==> config.mk <==
export PLATFORM = sky130hd
export DESIGN_NAME = dual_timer
export DESIGN_NICKNAME = d
export VERILOG_FILES = /design/src/common/timers_pkg.sv /design/src/logic/fall_detect.sv /design/src/logic/dual_timer.sv
export VERILOG_INCLUDE_DIRS = /design/src /design/src/common
export SDC_FILE = /design/constraint.sdc
export NUM_CORES = 1
export LEC_CHECK = 0
export BUFFER_PORTS_ARGS = -buffer_cell sky130_fd_sc_hd__buf_2
export CAP_MARGIN = 40
export CORE_ASPECT_RATIO = 0.5
export CORE_MARGIN = 4
export CORE_UTILIZATION = 49
export DETAILED_ROUTE_END_ITERATION = 8
export GPL_ROUTABILITY_DRIVEN = 0
export GPL_TIMING_DRIVEN = 0
export PLACE_DENSITY = 0.69
export SETUP_SLACK_MARGIN = 0.3
export SLEW_MARGIN = 25
export SYNTH_ARGS = -nofsm -noshare
export SYNTH_HDL_FRONTEND = slang
export SYNTH_HIERARCHICAL = 1
export SYNTH_SLANG_ARGS = --single-unit
==> constraint.sdc <==
create_clock -name hclk -period 7.1 [get_ports hclk]
set_clock_uncertainty 0.1 [all_clocks]
set_input_delay 0.71 -clock hclk [delete_from_list [all_inputs] [get_ports hclk]]
set_output_delay 0.71 -clock hclk [all_outputs]
set_load 0.1 [all_outputs]
==> src/common/timers_map.svh <==
`ifndef TIMERS_MAP_SVH
`define TIMERS_MAP_SVH

// register indices; byte address is four times the index
`define IDX_BASIC_CTRL 8'h88
`define IDX_BASIC_MODE 8'h89
`define IDX_LOW0 8'h8A
`define IDX_LOW1 8'h8B
`define IDX_HIGH0 8'h8C
`define IDX_HIGH1 8'h8D
`define IDX_THIRD_CTRL 8'hC8
`define IDX_THIRD_MODE 8'hC9
`define IDX_THIRD_RELOAD_LO 8'hCA
`define IDX_THIRD_RELOAD_HI 8'hCB
`define IDX_THIRD_LO 8'hCC
`define IDX_THIRD_HI 8'hCD

// basic control register fields
`define B_OVF1 7
`define B_RUN1 6
`define B_OVF0 5
`define B_RUN0 4

// basic mode register fields
`define B_GATE1 7
`define B_SRC1 6
`define B_GATE0 3
`define B_SRC0 2

// basic timer modes
`define MODE_13BIT 2'b00
`define MODE_16BIT 2'b01
`define MODE_RELOAD8 2'b10
`define MODE_SPLIT 2'b11

// third timer control fields
`define C_OVF 7
`define C_EXT 6
`define C_RXSEL 5
`define C_TXSEL 4
`define C_EXTEN 3
`define C_RUN 2
`define C_SRC 1
`define C_CAPSEL 0

// third timer mode fields
`define M_OUTEN 1
`define M_UPDOWN 0

`define RESET_BYTE 8'h00

// oscillator clocks per machine cycle
`define MC_CLKS 6

`endif

==> src/common/timers_pkg.sv <==
package timers_pkg;

typedef enum logic [2:0] {
    T3_OFF,
    T3_RELOAD,
    T3_CAPTURE,
    T3_CLKOUT,
    T3_BAUD
} third_mode_t;

endpackage

==> src/logic/fall_detect.sv <==
`timescale 1ns/10ps
module fall_detect #(
    parameter int W = 4
) (
    input wire logic hclk,
    input wire logic hresetn,
    input wire logic [W-1:0] pins,
    output logic [W-1:0] falls
);

logic [W-1:0] prev_r;

// idle-high reset so a pin already low at release counts as a fall in the first clock
always_ff @(posedge hclk or negedge hresetn)
begin
    if (!hresetn)
        prev_r <= '1;
    else
        prev_r <= pins;
end

assign falls = prev_r & ~pins;

endmodule

==> src/logic/dual_timer.sv <==
// Design decision made here: the AHB-Lite register port.
`timescale 1ns/10ps
`include "timers_map.svh"
module dual_timer #(
    parameter int MC_CLKS = `MC_CLKS
) (
    input wire logic hclk,
    input wire logic hresetn,
    input wire logic hsel,
    input wire logic [31:0] haddr,
    input wire logic [1:0] htrans,
    input wire logic hwrite,
    input wire logic [2:0] hsize,
    input wire logic [31:0] hwdata,
    input wire logic hready,
    output logic hreadyout,
    output logic [31:0] hrdata,
    output logic hresp,
    input wire logic first_gate_pin,
    input wire logic second_gate_pin,
    input wire logic [2:0] count_pins,
    input wire logic trigger_pin,
    input wire logic [1:0] vector_ack,
    output logic [1:0] basic_overflow_flag,
    output logic third_timer_request,
    output logic rx_baud_tick,
    output logic tx_baud_tick,
    output logic clock_out
);

import timers_pkg::*;

// bus slave: one wait state so a write lands before any later read samples
logic pend_r, wr_r, hreadyout_r;
logic [7:0] idx_r;
logic [31:0] hrdata_r;
wire addr_ok = hsel & htrans[1] & hready;
wire wr_en = pend_r & wr_r;
wire [7:0] wdata = hwdata[7:0];
wire wr_ctrl = wr_en & (idx_r == `IDX_BASIC_CTRL);
wire wr_mode = wr_en & (idx_r == `IDX_BASIC_MODE);
wire wr_low0 = wr_en & (idx_r == `IDX_LOW0);
wire wr_low1 = wr_en & (idx_r == `IDX_LOW1);
wire wr_high0 = wr_en & (idx_r == `IDX_HIGH0);
wire wr_high1 = wr_en & (idx_r == `IDX_HIGH1);
wire wr_c3 = wr_en & (idx_r == `IDX_THIRD_CTRL);
wire wr_m3 = wr_en & (idx_r == `IDX_THIRD_MODE);
wire wr_rl = wr_en & (idx_r == `IDX_THIRD_RELOAD_LO);
wire wr_rh = wr_en & (idx_r == `IDX_THIRD_RELOAD_HI);
wire wr_cl = wr_en & (idx_r == `IDX_THIRD_LO);
wire wr_ch = wr_en & (idx_r == `IDX_THIRD_HI);

logic [7:0] ctrl_r, mode_r, ctrl3_r;
logic [1:0] mode3_r;
logic [7:0] low_r [2];
logic [7:0] high_r [2];
logic [15:0] cnt3_r, cap3_r;
logic [7:0] mc_cnt_r;
logic rx_r, tx_r, clk_out_r, req_r;

wire [7:0] rd_byte =
    (idx_r == `IDX_BASIC_CTRL) ? ctrl_r :
    (idx_r == `IDX_BASIC_MODE) ? mode_r :
    (idx_r == `IDX_LOW0) ? low_r[0] :
    (idx_r == `IDX_LOW1) ? low_r[1] :
    (idx_r == `IDX_HIGH0) ? high_r[0] :
    (idx_r == `IDX_HIGH1) ? high_r[1] :
    (idx_r == `IDX_THIRD_CTRL) ? ctrl3_r :
    (idx_r == `IDX_THIRD_MODE) ? {6'h00, mode3_r} :
    (idx_r == `IDX_THIRD_RELOAD_LO) ? cap3_r[7:0] :
    (idx_r == `IDX_THIRD_RELOAD_HI) ? cap3_r[15:8] :
    (idx_r == `IDX_THIRD_LO) ? cnt3_r[7:0] :
    (idx_r == `IDX_THIRD_HI) ? cnt3_r[15:8] : 8'h00;

always_ff @(posedge hclk or negedge hresetn)
begin
    if (!hresetn)
    begin
        pend_r <= 1'b0;
        wr_r <= 1'b0;
        idx_r <= 8'h00;
        hreadyout_r <= 1'b1;
        hrdata_r <= 32'h00000000;
    end
    else
    begin
        pend_r <= addr_ok;
        hreadyout_r <= ~addr_ok;
        if (addr_ok)
        begin
            idx_r <= haddr[9:2];
            wr_r <= hwrite;
        end
        if (pend_r && !wr_r)
            hrdata_r <= {24'h000000, rd_byte};
    end
end

assign hreadyout = hreadyout_r;
assign hrdata = hrdata_r;
assign hresp = 1'b0;

// machine cycle strobe and pin edges
wire mc_tick = (mc_cnt_r == 8'h00);
wire [3:0] falls;

always_ff @(posedge hclk or negedge hresetn)
begin
    if (!hresetn)
        mc_cnt_r <= 8'h00;
    else
        mc_cnt_r <= (mc_cnt_r == 8'(MC_CLKS - 1)) ? 8'h00 : mc_cnt_r + 8'h01;
end

// pin edges are seen in the clock the pin is first low; falls count on any clock, not once per machine cycle
fall_detect #(.W(4)) edges (
    .hclk(hclk),
    .hresetn(hresetn),
    .pins({trigger_pin, count_pins}),
    .falls(falls)
);

// one counting step of a basic timer: {overflow, high, low}
function automatic logic [16:0] step(input logic [1:0] m, input logic [7:0] lo,
    input logic [7:0] hi, input logic en);
    logic [12:0] v13;
    logic [15:0] v16;
    logic [8:0] v8;
    v13 = {hi, lo[4:0]} + 13'h0001;
    v16 = {hi, lo} + 16'h0001;
    v8 = {1'b0, lo} + 9'h001;
    step = {1'b0, hi, lo};
    if (en)
    begin
        unique case (m)
            `MODE_13BIT: step = {&{hi, lo[4:0]}, v13[12:5], lo[7:5], v13[4:0]};
            `MODE_16BIT: step = {&{hi, lo}, v16};
            `MODE_RELOAD8: step = {v8[8], hi, (v8[8] ? hi : v8[7:0])};
            `MODE_SPLIT: step = {v8[8], hi, v8[7:0]};
        endcase
    end
endfunction

wire [1:0] m0 = mode_r[1:0];
wire [1:0] m1 = mode_r[5:4];
wire split0 = (m0 == `MODE_SPLIT);
wire src0 = mode_r[`B_SRC0] ? falls[0] : mc_tick;
wire src1 = mode_r[`B_SRC1] ? falls[1] : mc_tick;
wire en0 = ctrl_r[`B_RUN0] & (~mode_r[`B_GATE0] | first_gate_pin) & src0;
// while the first timer is split its high byte owns the run bit, so only its own split mode or its gate stops this one
wire run1_eff = ctrl_r[`B_RUN1] | split0;
wire en1 = run1_eff & (m1 != `MODE_SPLIT) & (~mode_r[`B_GATE1] | second_gate_pin) & src1;
wire [16:0] st0 = step(m0, low_r[0], high_r[0], en0);
wire [16:0] st1 = step(m1, low_r[1], high_r[1], en1);
wire ovf0 = st0[16];
wire ovf1 = st1[16];

// split high byte: machine cycles only, run by the second timer's run bit
wire hsplit_en = split0 & ctrl_r[`B_RUN1] & mc_tick;
wire hsplit_ovf = hsplit_en & (&high_r[0]);
wire [7:0] high0_cnt = split0 ? high_r[0] + {7'h00, hsplit_en} : st0[15:8];
wire ovf1_flag = split0 ? hsplit_ovf : ovf1;

// a flag set in the cycle it is cleared stays set
wire [7:0] ctrl_base = wr_ctrl ? wdata : ctrl_r;
wire tf0_n = ovf0 | (ctrl_base[`B_OVF0] & ~vector_ack[0]);
wire tf1_n = ovf1_flag | (ctrl_base[`B_OVF1] & ~vector_ack[1]);
wire [7:0] ctrl_nxt = {tf1_n, ctrl_base[6], tf0_n, ctrl_base[4:0]};

wire [7:0] low_nxt [2];
wire [7:0] high_nxt [2];
assign low_nxt[0] = wr_low0 ? wdata : st0[7:0];
assign low_nxt[1] = wr_low1 ? wdata : st1[7:0];
assign high_nxt[0] = wr_high0 ? wdata : high0_cnt;
assign high_nxt[1] = wr_high1 ? wdata : st1[15:8];

genvar gi;
generate
    for (gi = 0; gi < 2; gi++)
    begin : g_basic
        always_ff @(posedge hclk or negedge hresetn)
        begin
            if (!hresetn)
            begin
                low_r[gi] <= `RESET_BYTE;
                high_r[gi] <= `RESET_BYTE;
            end
            else
            begin
                low_r[gi] <= low_nxt[gi];
                high_r[gi] <= high_nxt[gi];
            end
        end
    end
endgenerate

always_ff @(posedge hclk or negedge hresetn)
begin
    if (!hresetn)
    begin
        ctrl_r <= `RESET_BYTE;
        mode_r <= `RESET_BYTE;
    end
    else
    begin
        ctrl_r <= ctrl_nxt;
        if (wr_mode)
            mode_r <= wdata;
    end
end

assign basic_overflow_flag = {ctrl_r[`B_OVF1], ctrl_r[`B_OVF0]};

// third timer
third_mode_t t3_mode;
wire serial_sel = ctrl3_r[`C_RXSEL] | ctrl3_r[`C_TXSEL];
assign t3_mode = !ctrl3_r[`C_RUN] ? T3_OFF :
    serial_sel ? T3_BAUD :
    ctrl3_r[`C_CAPSEL] ? T3_CAPTURE :
    mode3_r[`M_OUTEN] ? T3_CLKOUT : T3_RELOAD;

// baud and clock-out count every clock unless pin-clocked, as the serial port expects
logic t3_fast;
always_comb
begin
    t3_fast = 1'b0;
    unique case (t3_mode)
        T3_BAUD, T3_CLKOUT: t3_fast = 1'b1;
        T3_OFF, T3_RELOAD, T3_CAPTURE: t3_fast = 1'b0;
    endcase
end

wire t3_tick = ctrl3_r[`C_SRC] ? falls[2] : (t3_fast | mc_tick);
wire t3_run = (t3_mode != T3_OFF);
wire t3_ovf = t3_run & t3_tick & (&cnt3_r);
wire t3_flagged = (t3_mode == T3_RELOAD) | (t3_mode == T3_CAPTURE);
wire trig = falls[3] & ctrl3_r[`C_EXTEN] & (t3_flagged | (t3_mode == T3_BAUD));
wire do_capture = trig & (t3_mode == T3_CAPTURE);
wire do_reload = (t3_ovf & (t3_mode != T3_CAPTURE)) | (trig & (t3_mode == T3_RELOAD));

wire [15:0] cnt3_run = do_reload ? cap3_r : (t3_run & t3_tick) ? cnt3_r + 16'h0001 : cnt3_r;
wire [15:0] cnt3_nxt = {wr_ch ? wdata : cnt3_run[15:8], wr_cl ? wdata : cnt3_run[7:0]};
wire [15:0] cap3_src = do_capture ? cnt3_r : cap3_r;
wire [15:0] cap3_nxt = {wr_rh ? wdata : cap3_src[15:8], wr_rl ? wdata : cap3_src[7:0]};

wire [7:0] ctrl3_base = wr_c3 ? wdata : ctrl3_r;
wire tf2_n = (t3_ovf & t3_flagged) | ctrl3_base[`C_OVF];
wire third_timer_external_flag_n = trig | ctrl3_base[`C_EXT];
wire [7:0] ctrl3_nxt = {tf2_n, third_timer_external_flag_n, ctrl3_base[5:0]};

always_ff @(posedge hclk or negedge hresetn)
begin
    if (!hresetn)
    begin
        ctrl3_r <= `RESET_BYTE;
        mode3_r <= 2'b00;
        cnt3_r <= 16'h0000;
        cap3_r <= 16'h0000;
    end
    else
    begin
        ctrl3_r <= ctrl3_nxt;
        cnt3_r <= cnt3_nxt;
        cap3_r <= cap3_nxt;
        if (wr_m3)
            mode3_r <= wdata[1:0];
    end
end

// serial clocks and clock-out; the second timer feeds the port even while split
always_ff @(posedge hclk or negedge hresetn)
begin
    if (!hresetn)
    begin
        rx_r <= 1'b0;
        tx_r <= 1'b0;
        clk_out_r <= 1'b0;
        req_r <= 1'b0;
    end
    else
    begin
        rx_r <= ctrl3_r[`C_RXSEL] ? t3_ovf : ovf1;
        tx_r <= ctrl3_r[`C_TXSEL] ? t3_ovf : ovf1;
        if (t3_ovf && t3_mode == T3_CLKOUT)
            clk_out_r <= ~clk_out_r;
        req_r <= tf2_n | third_timer_external_flag_n;
    end
end

assign rx_baud_tick = rx_r;
assign tx_baud_tick = tx_r;
assign clock_out = clk_out_r;
assign third_timer_request = req_r;
endmodule

* After elaboration in Yosys (flattened, before gate mapping)
Index checks and enable logic that the tools add are counted.
** Storage, ports and cells
- Output and inout bits :: 40
- Bits in registers :: 125
** Operators by class
- Reduce and logical (&&, ||, !) cells :: 28
- Equality and inequality tests :: 30
- Bitwise logic cells :: 54
- Mux-type cells :: 44
- $add $sub $neg :: 9
** Operator list (count)
- $mux W8 :: 26
- $pmux W17 S4 :: 2
- $eq A8 B8 Y1 const B :: 12
- $add A16 B1 Y16 const B :: 3
- $mux W16 :: 3
- $reduce_and A16 Y1 :: 3
- $mux W17 :: 2
- $and A1 B1 Y1 :: 33
- $add A13 B1 Y13 const B :: 2
- $reduce_and A13 Y1 :: 2
- $add A8 B1 Y9 const B :: 2
- $or A1 B1 Y1 :: 13
- $reduce_bool A3 Y1 :: 4
- $ne A2 B2 Y1 const B :: 5
- $reduce_bool A2 Y1 :: 5
- $add A8 B1 Y8 :: 1
- $add A8 B1 Y8 const B :: 1
- $eq A2 B2 Y1 const B :: 4
- $eq A8 B3 Y1 const B :: 1
- $logic_not A8 Y1 :: 1
- $reduce_and A8 Y1 :: 1
- $eq A3 B2 Y1 const B :: 2
- $mux W1 :: 6
- $mux W3 :: 2
- other kinds (18) :: 29

* Longest topological paths before layout
Gate-level depths: netlist (run 1).
- Word-level depth :: 15
- Mapped depth :: 14

* Cells and area by module
The synthesis (run 1) kept the hierarchy.
** By module, submodules not included
- dual_timer :: area each 8185.4 um^2, cells an instance 973, seq. area each 3029.2 um^2, times used 1
- fall_detect :: area each 160.2 um^2, cells an instance 8, seq. area each 105.1 um^2, times used 1

* Worst setup path before layout (run 1)
No wires, ideal clock.
- Kind :: register to register
- Start :: reg mc_cnt_r[0]
- End :: reg high_r[14] (netlist bit)
- Setup time :: 0.132 ns
- Slack :: 4.592 ns
- Period minus slack after synthesis :: 2.508 ns
- Stages on the path, launching flop included :: 15
- Arrival time :: 2.276 ns
- Path through :: dfrtp_1 > inv_1 > ha_1 > nor4b_2 > and2_1 > nand3_1 > inv_1 > ha_1 > ha_1 > nand3_1 > nor2_1 > xnor2_1 > a21oi_1 > a311oi_1 > a211oi_1
** Between the ends
- Cells in the longest elaborated chain, start to end :: 5
- Elaborated cells between the ends (all ways) :: 9
** RTL lines
- start: declaration :: RTL line dual_timer.sv:58 : logic [7:0] mc_cnt_r;
- start signal: assignment :: RTL line dual_timer.sv:112 : mc_cnt_r <= (mc_cnt_r == 8'(MC_CLKS - 1)) ? 8'h00 : mc_cnt_r + 8'h01;
- $logic_not A8 Y1 * :: RTL line dual_timer.sv:104 : wire mc_tick = (mc_cnt_r == 8'h00);
- $and A1 B1 Y1 / $mux W1 (equally long branches) :: RTL line dual_timer.sv:159, dual_timer.sv:147
- $add A8 B1 Y8 / $and A1 B1 Y1 (equally long branches) :: RTL line dual_timer.sv:161, dual_timer.sv:149
- $mux W8 / $reduce_bool A3 Y1 (equally long branches)
- $mux W8 / $reduce_and A2 Y1 (equally long branches)
- end signal: indexed assignment :: RTL line dual_timer.sv:186 : high_r[gi] <= `RESET_BYTE;
- end signal: indexed assignment :: RTL line dual_timer.sv:191 : high_r[gi] <= high_nxt[gi];
- end: declaration :: RTL line dual_timer.sv:56 : logic [7:0] high_r [2];
Mark *: on every way between the ends. The rest lies on a longest branch, timed or not.
A chain may end at the register's enable or synchronous reset.

* Worst setup path in the final report (run 1)
Same ends and word-level chain as after synthesis.

==> flow_summary.toml, run 1 <==
[clock_tree]
cts_tree = "yes"
cts_buffer_depth = 2
cts_buffers = 17
ctsHoldBuffers = 0
clockRootBuffer = "clkbuf_16"
clk_pin_slew_ns = 0.07
ctsResizeCount = 0
clock_latency_ns = 0.44
clkSinkCount = 125
htreeDepth = 4
cts_setup_buffers = 0

[critical_path]
critPathRequiredTime_ns = 7.30
end_kind = "flop"
worstSetupStartpoint = "mc_cnt_r[0]"
worstPathMaxFanout = 7
path_class = "reg -> reg"
r2r_start = "mc_cnt_r[0]"
cp-start-kind = "flop"
crit_arrival_ns = 3.45

[final_layout]
seq_area_um2 = 3130
fin_util = 0.585
nFillCells = 1493
fin_nets = 1165
diodes = 0
fin_area_um2 = 9660
drive_gt1_frac = 0.173
multi_input_area_um2 = 4740
syn2layout_area_growth_pct = 15.8

[global_route]
grt_pass1_vias = 7882
antenna_found_initial = 0
grt_max_degree = 80
grt_pass1_wl_um = 42300
track_usage = 0.282
globalRouteOverflowTotal = 0

[timing]
finalHoldViolCount = 0
setup_viol = 0
fmax_ghz = 0.308
rsz0062_at_grt = "no"
min_period_ns = 3.25
slew_viol_final = 0
worstMarginPinSlew_ns = 0.890
tns_ns = 0
relSlewSlack = 0.407
fin_crit_sh = 0.458

[logic_synthesis]
syn_area_um2 = 8350
syn_area_per_cell_um2 = 8.51
synth_top_cell_area_share = 0.360
synth_top_area_cell = "dfrtp_1"
ys_seq_area_frac = 0.376
yosysMostFrequentCell = "dfrtp_1"
synthFlopType = "dfrtp_1"
postSynth.asyncResetShare = 1.00
synth.distinct_cells = 85
yosys_warnings = 6
netlist_instances = 981
synth_area_leaders = "dfrtp_1 36%, o21ai_0 5.9%, nand2_1 4.9%"
synthTopCellsByCount = "120 x dfrtp_1, 110 x nand2_1, 98 x o21ai_0, 73 x nor2_1, 65 x a21oi_1"
ys_ff_latch = 125
synth-edff-count = 0

[power]
power.leakage_nw = 3.91
power.share.clock = 0.365
ir_worst_vdd_mv = 0.189
p_switching_mw = 0.973
power_density_nw_per_um2 = 267
swShare = 0.377
p_comb_frac = 0.277
finalPower_mw = 2.58
internal_power_mw = 1.61
seqPwrFrac = 0.358

[route]
routed_wl_um = 26800
drt_iter0_markers = 1348
num_vias = 8239
avgRoutedWirePerCell_um = 20.4
routed_via_density = 6.27
postRouteAntennaNets = 0
firstDrtPassIters = 6
drc_errors = 0

[placed_design]
dp_hpwl_um = 19400
portBuffers = 44
placed_area_um2 = 9020

[die]
die_w_um = 193
boundaryPins = 122
fp.dieH_um = 100
fp.dieArea_um2 = 19300
rows = 33
core-area_um2 = 16500
start_util = 0.505

[hold_path]
hold_class = "in -> async"

[flow_run]
maxCapViolCount = 0

[outcome]
status = "complete, no violations"
## power by group through the flow
stage               combinational (mW)  sequential [mW]  clock, mW
floorplan                        0.469            0.949          0
global placement                 0.679            0.926          0
detailed placement               0.693            0.928          0
CTS                              0.697            0.917      0.945
global route                     0.770            0.933      0.981
finish                           0.715            0.923      0.941
## critical path: stages (launching register included)
cell and delay (ns):
dfrtp_1 0.45, inv_1 0.09, ha_1 0.14, nor4b_2 0.42, and2_1 0.42, nand3_1 0.16, inv_1 0.10, ha_1 0.19
ha_1 0.20, nand3_1 0.13, nor2_1 0.17, xnor2_1 0.13, a21oi_1 0.08, a311oi_1 0.28, a211oi_1 0.07
## cells by family after synthesis
group / synth area share
other cells: 0.000449
mux: 0.0850
compound gates: 0.209
buf+inv: 0.0667
xor+xnor: 0.0399
flops: 0.376
simple gates: 0.212
fa+ha+maj: 0.0120
## sequential cells by signal, indices dropped and copies added (netlist names), 2 cells and up
register / flops
cap3_r: 16
edges/prev_r: 4
hrdata: 8
ctrl3_r: 8
cnt3_r: 16
idx_r: 8
mode3_r: 2
mode_r: 8
ctrl_r: 8
high_r: 16
mc_cnt_r: 8
low_r: 16
## cells in the final DEF (no fill, tap or decap), drive strengths merged, types with 13 or more instances in the layout
| cell | n |
|---|---|
| dfrtp | 120 |
| nand3 | 44 |
| mux2 | 31 |
| clkbuf | 59 |
| nor2 | 77 |
| conb | 25 |
| o21ai | 102 |
| nor4 | 14 |
| xnor2 | 28 |
| nand2 | 111 |
| mux2i | 36 |
| a21oi | 66 |
| a31oi | 13 |
| buf | 102 |
| inv | 27 |
| nor2b | 13 |
| o22ai | 14 |
| nor3 | 28 |
## metrics by stage
stage	setup slack (ns)	hold WS, ns	cells
2_1_floorplan	4.59	0.314	1005
3_3_place_gp	3.59	0.356	1276
3_5_place_dp	3.93	0.360	1281
4_1_cts	3.91	0.0911	1313
5_1_grt	3.63	0.109	1315
6_report	3.85	0.0782	1315
## area by class of cell
cell class                 instances  share of cell area
multi-input combinational        767               0.491
sequential                       125               0.324
buffer                            92              0.0495
clock buffer                      18              0.0455
timing repair buffer              51              0.0330
tap                              227              0.0294
clock inverter                    14              0.0189
inverter                          21             0.00816
## final timing paths
check	slack (ns)	endpoint	depth (start not counted)
max	3.85	high_r[14]	14
min	0.08	idx_r[7]	1
max reg2reg	3.85	high_r[14]	14
min reg2reg	0.37	clock_out	1
max in group asynchronous	6.08	edges/prev_r[1]	2
min in group hclk	0.30	edges/prev_r[0]	1
## routing by layer
layer  GRT usage  part of all wire
met1       0.395              0.43
met2       0.415              0.42
met3      0.0799              0.11
met4       0.110             0.038
met5           0                 0
Note: power is estimated with default switching activity, not from simulation.
==> run 2: changes to the inputs <==
- ABC_AREA: default -> 1
- PLACE_DENSITY: 0.69 -> 0.71
- clock period: 7.1 -> 2.9 ns (I/O delays scaled with it)
==> run 2 against run 1 <==
Compared with the run above: total power increased by 140%; global-route usage is 0.16 points lower; utilization up 0.22 points; synthesized area is 6.3% higher; critical path type unchanged; setup slack worse by 3.4 ns; highest routed layer unchanged; flip-flop and latch count stayed put; count of clock-buffer cells in the layout increased by 1; worst hold slack worse by 0.071 ns.
==> flow_summary.toml, run 2 <==
[outcome]
status = "complete, no violations"

[final_layout]
nFillCells = 1628
diodes = 0
layout_common_cells = "380 x nand2_1, 148 x inv_1, 141 x nand3_1"
final_common_cell = "nand2_1"
fin_nets = 1478
syn2layout_area_growth_pct = 16.3
stdcell_count = 1635
fin_area_um2 = 10300
drive_gt1_frac = 0.150

[placed_design]
dpl.cell_count = 1587
portBuffers = 44
dp_hpwl_um = 20400
placed_area_um2 = 9510

[route]
firstDrtPassIters = 6
drt_iter0_markers = 1107
routed_wl_um = 28100
avgRoutedWirePerCell_um = 17.2
routed_via_density = 5.66
num_vias = 9258
drc_errors = 0
postRouteAntennaNets = 0

[logic_synthesis]
synth.distinct_cells = 54
ys_seq_area_frac = 0.353
yosysMostFrequentCell = "nand2_1"
synth_top_cell_area_share = 0.338
synthTopCellsByCount = "380 x nand2_1, 148 x inv_1, 141 x nand3_1, 120 x dfrtp_1"
synth_area_leaders = "dfrtp_1 34%, nand2_1 16%, nand3_1 8.0%"
postSynth.asyncResetShare = 1.00
syn_area_um2 = 8870
syn_area_per_cell_um2 = 6.91
netlist_instances = 1284
synth-edff-count = 0
synth_top_area_cell = "dfrtp_1"
ys_ff_latch = 125
synthFlopType = "dfrtp_1"
yosys_warnings = 6

[die]
start_util = 0.505
boundaryPins = 122
fp.dieH_um = 103
fp.dieArea_um2 = 20500
rows = 34
core-area_um2 = 17600
die_w_um = 198

[timing]
fmax_ghz = 0.406
relSlewSlack = 0.529
slew_viol_final = 0
rsz0062_at_grt = "yes"
setup_viol = 0
min_period_ns = 2.46
worstMarginPinSlew_ns = 0.702
finalHoldViolCount = 0
fin_crit_sh = 0.850

[critical_path]
cp-start-kind = "flop"
cp_common_cell = "nand2_1"
crit_family = "simple AND/OR/NAND/NOR gates"
cpPeakStageDelay_ns = 0.32
crit_buf_inv = 3
path_class = "reg -> reg"
crit_arrival_ns = 2.68
slowest_stage = "dfrtp_1"
end_kind = "flop"
worstPathCellList = "buf_2 > nand2_2 > inv_4 > nand2_1 > nor2_2 > ha_2 > ha_1 > inv_1 > o311ai_1 > nand2_1 > nand2_1 > nand3_1"
worstPathMaxFanout = 9
critPathRequiredTime_ns = 3.12

[power]
power_density_nw_per_um2 = 591
power.leakage_nw = 5.22
ir_worst_vdd_mv = 0.417

[global_route]
grt_max_degree = 81
track_usage = 0.280
grt_pass1_wl_um = 44800
antenna_found_initial = 0
grt_pass1_vias = 8539
globalRouteOverflowTotal = 0

[clock_tree]
cts_buffer_depth = 2
cts_tree = "yes"
htreeDepth = 4
clkSinkCount = 125
clock_latency_ns = 0.43
clk_pin_slew_ns = 0.07
cts_buffers = 17
clockRootBuffer = "clkbuf_16"

[flow_run]
maxCapViolCount = 0

[hold_path]
hold_class = "in -> reg"
run 2: cell types whose count changed in the layout (fill, tap and decap cells not counted), sizes merged, moves of 17 or more:
cell / delta
nand2: +292
xnor2: -25
a21oi: -38
mux2i: -36
clkbuf: -31
inv: +138
nand4: +17
nand3: +101
nor2: +26
mux2: -31
run 2: tightest hold or removal path: stages:
cell and delay (ns):
buf_2 0.09, nand2_1 0.05, nand3_1 0.07
run 2: path summary, 6_finish.rpt:
check | depth (start not counted) | slack, ns | start | to
min in group asynchronous | 2 | 0.24 | hresetn | cnt3_r[0]
setup / recovery | 12 | 0.44 | mode_r[1] | high_r[12]
hold reg to reg | 1 | 0.36 | clock_out | clock_out
setup reg to reg | 12 | 0.44 | mode_r[1] | high_r[12]
max in group asynchronous | 3 | 1.72 | hresetn | edges/prev_r[1]
hold / removal | 3 | 0.007 | hwdata[3] | high_r[3]
run 2: through the flow:
stage | setup WS, ns | util | hold WS, ns | total power [mW] | setup TNS [ns]
after global placement | -0.240 | 0.539 | 0.312 | 3.76 | -27.32
after global routing | 0.274 | 0.587 | 0.0307 | 6.41 | 0
after CTS | 0.338 | 0.585 | 0.00411 | 6.07 | 0
after floorplan | 0.749 | - | -0.106 | 3.36 | 0
final | 0.436 | 0.587 | 0.00670 | 6.10 | 0
after detailed placement | 0.0437 | 0.541 | 0.112 | 3.81 | 0
run 2: logic make-up (layout without fill, tap and decap cells):
| group | after synthesis | after routing | share of synthesized area |
|---|---|---|---|
| simple gates | 715 | 715 | 0.370 |
| buf+inv | 221 | 314 | 0.113 |
| compound gates | 188 | 188 | 0.126 |
| flops | 125 | 125 | 0.353 |
| xor+xnor | 26 | 26 | 0.0257 |
| fa+ha+maj | 8 | 8 | 0.0113 |
| other cells | 1 | 25 | 0.000423 |
run 2: report_power, final:
| part | switching (mW) | internal (mW) |
|---|---|---|
| clock | 0.857 | 1.40 |
| combinational | 1.10 | 0.474 |
| sequential | 0.303 | 1.97 |
| total | 2.26 | 3.84 |
run 2: cell type report:
| cell class | count | area [um^2] | share of cell area |
|---|---|---|---|
| well taps | 234 | 293 | 0.0284 |
| plain buffers | 50 | 342 | 0.0331 |
| clock buffers | 19 | 453 | 0.0439 |
| clock inverters | 13 | 165 | 0.0160 |
| inverters | 171 | 661 | 0.0640 |
| flip-flops and latches | 125 | 3140 | 0.304 |
| repair buffers | 61 | 423 | 0.0410 |
| multi-input cells | 962 | 4840 | 0.470 |
run 2: timing repair:
| action | CTS | global route |
|---|---|---|
| pin swaps | 1 | 1 |
| hold endpoints to repair | 57 | 0 |
| endpoints found under the setup margin | 2 | 15 |
| setup buffers | 1 | 2 |
| resized for setup | 2 | 6 |
| hold buffers | 13 | 0 |
run 2: layer usage:
metal  GRT usage  wire length (um)  share of wire  vias to the layer above
li1            -                 -              -                     4379
met1       0.390             12200           0.43                     4289
met2       0.437             12200           0.43                      502
met3      0.0624              2880           0.10                       88
met4      0.0978               844          0.030                        0
met5           0                 0              0                        -
==> run 3: changes to the inputs <==
- clock period: 2.9 -> 2.12 ns (I/O delays scaled with it)
==> run 3 against run 2 <==
Compared with the run above: the flow now finishes with violations (negative setup slack); via count is 19% higher; non-clock buffer count is 133 higher; fmax is 11% higher; combinational power is 90% higher; die area stayed put; register-to-register slack worse by 0.54 ns; clock power is 52% higher; cell area is 28% higher; sequential share of layout area is 6.4 points lower; sequential power is 39% higher; count of clock-buffer cells in the layout is 1 lower.
==> flow_summary.toml, run 3 (synthesized netlist as in run 2, its figures left out) <==
[clock_tree]
clkSinkCount = 125
clock_latency_ns = 0.44
clockRootBuffer = "clkbuf_16"
htreeDepth = 4
clk_pin_slew_ns = 0.07
cts_buffer_depth = 2
cts_tree = "yes"
cts_buffers = 17

[placed_design]
portBuffers = 44
dp_hpwl_um = 20500
placed_area_um2 = 9600
dpl.cell_count = 1587

[critical_path]
path_class = "reg -> reg"
slowest_stage = "dfrtp_1"
critPathRequiredTime_ns = 2.34
worstPathCellList = "inv_1 > nor3_2 > nand2_2 > nor2_4 > nand4_4 > buf_12 > nand2_8 > nor3_4 > buf_12 > buf_8 > nand2_1 > nand2_1"
crit_arrival_ns = 2.45
cp-start-kind = "flop"
cpPeakStageDelay_ns = 0.46
end_kind = "flop"
r2r_start = "cnt3_r[15]"
worstSetupStartpoint = "cnt3_r[15]"
worstPathMaxFanout = 7

[die]
fp.dieArea_um2 = 20500
boundaryPins = 122
start_util = 0.505
fp.dieH_um = 103
die_w_um = 198
core-area_um2 = 17600
rows = 34

[global_route]
globalRouteOverflowTotal = 0
track_usage = 0.321
antenna_found_initial = 0
grt_pass1_vias = 9850
grt_max_degree = 91
grt_pass1_wl_um = 51700

[final_layout]
nFillCells = 1117
fin_nets = 1612
stdcell_count = 1769
final_common_cell = "nand2_1"
seq_area_um2 = 3160
multi_input_area_um2 = 6150
syn2layout_area_growth_pct = 48.3
layout_common_cells = "315 x nand2_1, 120 x inv_1, 119 x buf_4"
diodes = 0
fin_util = 0.749
drive_gt1_frac = 0.386
fin_area_um2 = 13200

[timing]
rsz0062_at_grt = "yes"
finalHoldViolCount = 0
slew_viol_final = 0
setup_viol = 16
fmax_ghz = 0.450
fin_crit_sh = 1.05
min_period_ns = 2.22
relSlewSlack = 0.503
worstMarginPinSlew_ns = 0.741
worst_slack_ns = -0.103

[outcome]
violations = "negative setup slack"
status = "finished, violations left"

[power]
finalPower_mw = 9.57
ir_worst_vdd_mv = 0.608
power.leakage_nw = 6.46
power_density_nw_per_um2 = 727

[hold_path]
hold_start = "hwdata[7]"
hold_class = "in -> reg"

[flow_run]
maxCapViolCount = 0

[route]
postRouteAntennaNets = 0
routed_wl_um = 37400
avgRoutedWirePerCell_um = 21.1
routed_via_density = 6.21
firstDrtPassIters = 9
num_vias = 11000
drt_iter0_markers = 1620
drc_errors = 0
==> run 3: cell type report <==
class                   instances  share of cell area
multi-input cells             963               0.468
well taps                     234              0.0223
inverters                     171              0.0553
plain buffers                  50              0.0317
clock buffers                  18              0.0326
flip-flops and latches        125               0.240
repair buffers                194               0.132
clock inverters                14              0.0184
==> run 3: power by group <==
| group | switching, mW | internal [mW] |
|---|---|---|
| Clock | 1.23 | 2.21 |
| Sequential | 0.455 | 2.70 |
| Combinational | 1.97 | 1.01 |
| Total | 3.66 | 5.91 |
==> run 3: timing repair <==
item / 4_1_cts / 5_1_grt
resized for setup: 245 / 210
pin swaps: 98 / 111
hold endpoints to repair: 138 / 0
setup endpoints to repair: 102 / 102
hold buffers: 19 / 0
cloned: 6 / 2
buffers inserted: 66 / 57
==> run 3: final timing paths <==
| check | endpoint | slack (ns) | cells past startpoint |
|---|---|---|---|
| setup / recovery | cnt3_r[13] | -0.10 | 12 |
| hold / removal | high_r[7] | 0.01 | 3 |
| setup reg to reg | cnt3_r[13] | -0.10 | 12 |
| hold reg to reg | hrdata[2] | 0.37 | 2 |
| max in group asynchronous | edges/prev_r[0] | 1.00 | 3 |
| min in group asynchronous | cap3_r[7] | 0.14 | 2 |
==> run 3: metal layers <==
layer / part of all wire / wire length, um / GRT usage / vias up
li1: - / - / - / 4665
met1: 0.36 / 13400 / 0.408 / 5064
met2: 0.44 / 16500 / 0.529 / 978
met3: 0.13 / 4910 / 0.0803 / 283
met4: 0.069 / 2560 / 0.136 / 0
met5: 0 / 0 / 0 / -
==> run 3: per-stage QoR <==
| step | hold slack [ns] | worst slack (ns) | setup TNS (ns) |
|---|---|---|---|
| finish | 0.0112 | -0.103 | -1.08 |
| global route | 0.0313 | -0.132 | -1.81 |
| CTS | 0.0000200 | -0.00789 | -0.0148 |
| detailed placement | 0.00749 | -0.274 | -3.70 |
| global placement | 0.234 | -0.956 | -116.51 |
| floorplan | -0.184 | 0.167 | 0 |
==> run 3: critical path: cells and delay by family, from the launching register on <==
kind                   cells  cell delay, ns
buffers and inverters      4            0.64
DFF                        1            0.46
and+or+nand+nor            8            0.91
